## src/svr_pkg.sv

```systemverilog
// Package with the register map, field layout and carrier types of the sense value readback block
package svr_pkg;

  localparam int unsigned SVR_NUM_CH        = 6;
  localparam int unsigned SVR_CODE_W        = 12;
  localparam int unsigned SVR_REG_W         = 16;
  localparam int unsigned SVR_CODE_LSB      = 4;
  localparam int unsigned SVR_CODE_MSB      = 15;

  // Register indices; byte address is four times the index
  localparam logic [15:0] SVR_IDX_SEC_CUR_A = 16'hFED3;
  localparam logic [15:0] SVR_IDX_SEC_CUR_B = 16'hFED4;
  localparam logic [15:0] SVR_IDX_OUT_VLT_A = 16'hFED5;
  localparam logic [15:0] SVR_IDX_OUT_VLT_B = 16'hFED6;
  localparam logic [15:0] SVR_IDX_TEMP_ONE  = 16'hFED7;
  localparam logic [15:0] SVR_IDX_TEMP_TWO  = 16'hFED8;
  localparam logic [15:0] SVR_IDX_FIRST     = SVR_IDX_SEC_CUR_A;

  // Reset value of every stored code and of the read data word
  localparam logic [11:0] SVR_CODE_RST      = 12'h000;
  localparam logic [31:0] SVR_RDATA_RST     = 32'h0000_0000;

  // Scaling of one LSB, in nanovolts, spans in microvolts, and the nominal output voltage code
  localparam int unsigned SVR_SEC_CUR_NV_PER_LSB = 29300;
  localparam int unsigned SVR_SEC_CUR_SPAN_UV    = 120000;
  localparam int unsigned SVR_VLT_NV_PER_LSB     = 390600;
  localparam int unsigned SVR_VLT_SPAN_UV        = 1600000;
  localparam logic [11:0] SVR_VLT_NOMINAL_CODE   = 12'hA00;

  typedef struct packed {
    logic        psel;
    logic        penable;
    logic        pwrite;
    logic [31:0] paddr;
    logic [31:0] pwdata;
  } svr_apb_req_t;

  typedef struct packed {
    logic        valid;
    logic [11:0] code;
  } svr_sample_t;

endpackage : svr_pkg

```

## src/svr_readback.sv

```systemverilog
// APB slave holding the six read-only sense value registers
//
// Chosen here: the APB slave port.
`timescale 1ns/1ps
module svr_readback
  import svr_pkg::*;
(
  input  wire logic         i_clk,
  input  wire logic         i_arst_n,
  input  wire svr_apb_req_t i_apb,
  input  wire svr_sample_t  i_sample [SVR_NUM_CH],
  output logic              o_pready,
  output logic [31:0]       o_prdata,
  output logic              o_pslverr
);

  // Channel order of i_sample and of the register map:
  // 0 secondary current A, 1 secondary current B,
  // 2 output voltage A, 3 output voltage B,
  // 4 temperature one, 5 temperature two

  // Handshake phase; one-hot so a corrupted code drops back to idle
  typedef enum logic [1:0]
  {
    SVR_PH_IDLE   = 2'b01,
    SVR_PH_ACCESS = 2'b10
  } svr_phase_t;

  svr_phase_t            phase_r;
  svr_phase_t            phase_nxt;
  logic [11:0]           code_r [SVR_NUM_CH];
  logic [11:0]           code_nxt [SVR_NUM_CH];
  logic [31:0]           word [SVR_NUM_CH];
  logic [SVR_NUM_CH-1:0] hit;
  logic [15:0]           idx;
  logic                  upper_clear;
  logic                  aligned;
  logic                  mapped;
  logic                  is_read;
  logic                  setup;
  logic                  pready_nxt;
  logic                  pslverr_nxt;
  logic [31:0]           rdata_nxt;
  logic [31:0]           prdata_nxt;

  // Write data has no destination: every register here is read-only
  genvar g;

  // Converters share this clock, so samples are taken without a synchroniser
  generate
    for (g = 0; g < SVR_NUM_CH; g++)
    begin : g_load
      always_comb
      begin
        code_nxt[g] = code_r[g];
        if (i_sample[g].valid)
        begin
          code_nxt[g] = i_sample[g].code;
        end
      end

      always_ff @(posedge i_clk or negedge i_arst_n)
      begin
        if (!i_arst_n)
        begin
          code_r[g] <= SVR_CODE_RST;
        end
        else
        begin
          code_r[g] <= code_nxt[g];
        end
      end
    end
  endgenerate

  // Scaling is analog; the code is shown exactly as delivered
  generate
    for (g = 0; g < SVR_NUM_CH; g++)
    begin : g_word
      always_comb
      begin
        word[g]                            = SVR_RDATA_RST;
        word[g][SVR_CODE_MSB:SVR_CODE_LSB] = code_r[g];
      end
    end
  endgenerate

  // Byte address is four times the register index
  always_comb
  begin
    idx         = i_apb.paddr[17:2];
    upper_clear = (i_apb.paddr[31:18] == 14'h0000);
    aligned     = (i_apb.paddr[1:0] == 2'h0);
  end

  generate
    for (g = 0; g < SVR_NUM_CH; g++)
    begin : g_hit
      assign hit[g] = (idx == SVR_IDX_FIRST + 16'(g));
    end
  endgenerate

  always_comb
  begin
    mapped  = upper_clear && aligned && (|hit);
    is_read = !i_apb.pwrite;
  end

  // Setup taken only when idle, so a setup held one cycle too long is not answered twice
  assign setup = i_apb.psel && !i_apb.penable && (phase_r == SVR_PH_IDLE);

  always_comb
  begin
    phase_nxt = phase_r;
    case (phase_r)
      SVR_PH_IDLE:
      begin
        if (setup)
        begin
          phase_nxt = SVR_PH_ACCESS;
        end
      end
      SVR_PH_ACCESS:
      begin
        // Always answered in the first access cycle
        phase_nxt = SVR_PH_IDLE;
      end
      default:
      begin
        phase_nxt = SVR_PH_IDLE;
      end
    endcase
  end

  always_ff @(posedge i_clk or negedge i_arst_n)
  begin
    if (!i_arst_n)
    begin
      phase_r <= SVR_PH_IDLE;
    end
    else
    begin
      phase_r <= phase_nxt;
    end
  end

  // Read word; writes and unmapped reads give zero
  // A sample landing on the setup edge is seen by the next read only
  always_comb
  begin
    rdata_nxt = SVR_RDATA_RST;
    for (int c = 0; c < SVR_NUM_CH; c++)
    begin
      if (hit[c] && mapped && is_read)
      begin
        rdata_nxt = rdata_nxt | word[c];
      end
    end
  end

  // Writes to mapped registers are dropped without error
  always_comb
  begin
    pready_nxt  = 1'b0;
    pslverr_nxt = 1'b0;
    prdata_nxt  = SVR_RDATA_RST;
    if (setup)
    begin
      pready_nxt  = 1'b1;
      pslverr_nxt = !mapped;
      prdata_nxt  = rdata_nxt;
    end
  end

  // Answer in the first access cycle: no wait states
  always_ff @(posedge i_clk or negedge i_arst_n)
  begin
    if (!i_arst_n)
    begin
      o_pready <= 1'b0;
    end
    else
    begin
      o_pready <= pready_nxt;
    end
  end

  // Data stands only while pready is high, zero otherwise
  always_ff @(posedge i_clk or negedge i_arst_n)
  begin
    if (!i_arst_n)
    begin
      o_prdata <= SVR_RDATA_RST;
    end
    else
    begin
      o_prdata <= prdata_nxt;
    end
  end

  // Error only for an address outside the map or not word aligned
  always_ff @(posedge i_clk or negedge i_arst_n)
  begin
    if (!i_arst_n)
    begin
      o_pslverr <= 1'b0;
    end
    else
    begin
      o_pslverr <= pslverr_nxt;
    end
  end

endmodule : svr_readback

```

## config.mk

```make
export PLATFORM = sky130hd
export DESIGN_NAME = svr_readback
export DESIGN_NICKNAME = d
export VERILOG_FILES = /design/src/svr_pkg.sv /design/src/svr_readback.sv
export SDC_FILE = /design/constraint.sdc
export NUM_CORES = 1
export LEC_CHECK = 0
export ABC_CLOCK_PERIOD_IN_PS = 2900
export BUFFER_PORTS_ARGS = -buffer_cell sky130_fd_sc_hd__buf_2
export CORE_ASPECT_RATIO = 1.25
export CORE_MARGIN = 1
export CORE_UTILIZATION = 51
export CTS_CLUSTER_DIAMETER = 60
export DETAILED_ROUTE_END_ITERATION = 16
export PLACE_DENSITY_LB_ADDON = 0.25
export SYNTH_ARGS = -nofsm -noshare
export SYNTH_HDL_FRONTEND = slang
export SYNTH_SLANG_ARGS = --single-unit
```

## constraint.sdc

```tcl
create_clock -name i_clk -period 2.9 [get_ports i_clk]
set_clock_uncertainty 0.05 [all_clocks]
set_input_delay 0.725 -clock i_clk [delete_from_list [all_inputs] [get_ports i_clk]]
set_output_delay 0.725 -clock i_clk [all_outputs]
set_load 0.01 [all_outputs]
```

==> metrics list <==
- Final setup slack of the worst path: 0.839 ns
* Post-synth design cell area: 3970 µm²
- Synthesized instance count: 278
- Detailed router's first-iteration violation count: 81
* Routed wirelength normalized by instance count: 16.4 µm
- Dpl hpwl: 6.27 mm
- The pre-antenna-repair detailed-routing pass consisted of 4 iterations.
* Number of buffers added on ports: 128
- Clock latency reported for the late side of the worst-skew pair: 0.35 ns
- From synthesis to final layout, the design area changed by 21.6%.
* Number of instances in the placed design: 486
- Headroom to the max-slew limit: 0.545
- In the routed layout, each cell is associated on average with a via count of 5.20.
- Worst Path Required: 3.12 ns
* Category of cells accounting for the largest share of critical-path delay: simple AND/OR/NAND/NOR gates
* # DRC: 0
- Placement Rows: 35
* Cell type contributing the most total cell area after synthesis: sky130_fd_sc_hd__dfrtp_1
- Seq/Total Area, Yosys: 0.555
* Core Region: 7440 µm²
* Nature of the critical path endpoint: flip-flop
- Buffers added to address setup during post-CTS repair amount to 0.
- The clock tree synthesis step divided the H-tree into 3 levels.
* Power density normalized to cell area: 540 nW/µm²
- Share of the synthesized area in the top cell type: 0.549
- Before CTS, the worst setup slack after placement is 0.457 ns.
- The count of final hold-check violations was 0.
- Worst-margin pin slew: 0.682 ns
- Max-slew violation count: 0
- Setup TNS: 0 ns
* Starting density of the core: 0.533
- Hold buffer count at cts: 0
- At the end of the flow the core is filled with cells to 0.648.
- Via Count: 2599
- Minimum period implied by the final worst setup slack: 2.06 ns
- STA classifies the critical path startpoint as a primary input.
- IO Count: 181
- Clock buffer count from CTS: 9
* Global-route wire length before repair: 13.4 mm
- In this run, synthesis inferred 0 flip-flops with an integrated enable.
- Number of warnings reported in the yosys synthesis log: 0
- The run finished with clean final reports.
- Fraction of final layout cells with drive strength greater than 1: 0.576
* Area of the die: 8140 µm²
- For this run, the top clock speed supported by timing is 485 MHz.
* Clock tree sinks: 88
- Via count of the first global-routing pass: 2727
- At the end of routability-driven placement, the weighted congestion stood at 0.777.
* Final setup fails: 0
* Chip Height: 101 µm
* Mean cell area of the mapped netlist: 14.3 µm²
- Number of antenna cells inserted: 0
- Crit path largest cell delay: 0.54 ns
- Entering global routing, the biggest net connects 55 pins.
- Summing all non-filler instances in the final layout gives an area of 4830 µm².
- For this design the static power due to leakage is 2.31 nW.
- The routed design has 8.19 mm of wire.
- In this run the worst hold path is classified as in2async.
- In this run, synthesis produced a sequential element count of 88.
- In the synthesized netlist the dominant register cell turns out to be sky130_fd_sc_hd__dfrtp_1.
- Dividing the final minimum period by the clock period gives 0.711.
- Among all stages on the critical path, the largest delay is contributed by sky130_fd_sc_hd__or4b_4.
- Setup repair after global routing left no endpoint under its margin.
- Dpl cell area: 4620 µm²
* Fraction of registers with async set or reset after synthesis: 1.00
- For this run, the number of standard cells in the final layout without fillers is 500.
- Max Cap Violations: 0
- Cells resized by post-CTS repair: 0
- In this run, distinct cell masters in the synthesized netlist total 30.
- In this run the worst path has a maximum fanout of 12.
* Sum of buffers and inverters on the critical path: 1
- Most used cells in the layout excluding fill and tap cells: 127 x sky130_fd_sc_hd__buf_2, 87 x sky130_fd_sc_hd__dfrtp_1, 72 x sky130_fd_sc_hd__mux2_2
- Leaving out fill and tap cells, the most frequent cell in the layout is sky130_fd_sc_hd__buf_2.
- Clock-pin slew was measured on the worst setup and hold paths at 0.08 ns.
- The clock passes through at most 2 buffers.
- After global routing the overflow that remains totals 0.
* Clock root buffer: sky130_fd_sc_hd__clkbuf_8
* Nets: 552
- Arrival time at the worst endpoint: 2.28 ns
- Across the VDD grid, the largest voltage drop is 0.409 mV.
- Remaining antenna violation count after routing: 0
- Worst setup path category: in2reg
- Total routing usage reported by global routing: 0.224
* Initial antenna violation count: 0
* Die Span X: 80.9 µm
- The signal on the critical path passes through buf_2 -> or4b_4 -> nor4_4 -> nand3_2 -> a21oi_1.
* Main area contributors after synthesis: sky130_fd_sc_hd__dfrtp_1 55%, sky130_fd_sc_hd__mux2_2 20%, sky130_fd_sc_hd__mux2i_1 6.1%
- TritonCTS built the clock tree.
flip-flops by register name (all words and copies together), names as in the netlist:
signal / cells
code_r: 72
o_prdata: 12
phase_r: 2
o_pready: 1
o_pslverr: 1
kinds of logic after synthesis:
family,synth area share
compound gates,0.0779
buf+inv,0.0574
flops,0.555
mux,0.265
other cells,0.000945
simple gates,0.0438
where the power goes:
group	switching, W	internal (W)	total [W]
Clock	0.000401	0.000496	0.000898
Combinational	0.000146	0.000183	0.000329
Sequential	0.0000511	0.00133	0.00138
Total	0.000599	0.00201	0.00261
area by class of cell:
cell class | count | area, µm²
Clock buffer | 10 | 138
Clock inverter | 4 | 70.1
Fill cell | 586 | 2620
Inverter | 2 | 7.51
Multi-Input combinational cell | 173 | 1620
Sequential cell | 88 | 2200
Tap cell | 92 | 115
Timing Repair Buffer | 131 | 678
per-layer routing:
| layer | global-route usage | routed length, µm |
|---|---|---|
| met5 | 0 | 0 |
| met4 | 0.110 | 192 |
| met3 | 0.0525 | 465 |
| met2 | 0.350 | 4040 |
| met1 | 0.290 | 3480 |
worst paths after layout:
path | slack (ns) | cells after the start | endpoint | startpoint
setup / recovery | 0.84 | 5 | o_prdata[11] | i_apb[51]
hold / removal | 0.35 | 1 | o_pready | i_arst_n
setup reg to reg | 1.35 | 4 | o_prdata[11] | phase_r[0]
hold reg to reg | 0.46 | 1 | code_r[39] | code_r[39]
max in group asynchronous | 1.80 | 2 | code_r[31] | i_arst_n
min in group i_clk | 0.46 | 1 | code_r[39] | code_r[39]
per-stage QoR:
stage	total power, W	hold slack, ns
detailed placement	0.00174	0.445
finish	0.00261	0.350
global placement	0.00172	0.438
CTS	0.00263	0.378
global route	0.00273	0.417
floorplan	0.00160	0.379
Yosys cell counts, drive strengths merged, types with 2 or more instances:
| library cell | instances |
|---|---|
| o22a | 12 |
| nor2 | 2 |
| nor4 | 5 |
| nand4b | 3 |
| mux2 | 72 |
| nand3 | 2 |
| inv | 2 |
| clkbuf | 3 |
| a21oi | 13 |
| a22oi | 12 |
| dfrtp | 87 |
| or4b | 2 |
| mux2i | 24 |
| buf | 31 |
worst register-to-register path: stages (launching register included):
cell,delay (ns)
sky130_fd_sc_hd__dfstp_2,0.53
sky130_fd_sc_hd__nand4bb_1,0.18
sky130_fd_sc_hd__inv_1,0.15
sky130_fd_sc_hd__nand3_2,0.31
sky130_fd_sc_hd__a21oi_1,0.25
No activity file was read; power rests on OpenSTA's default activity.
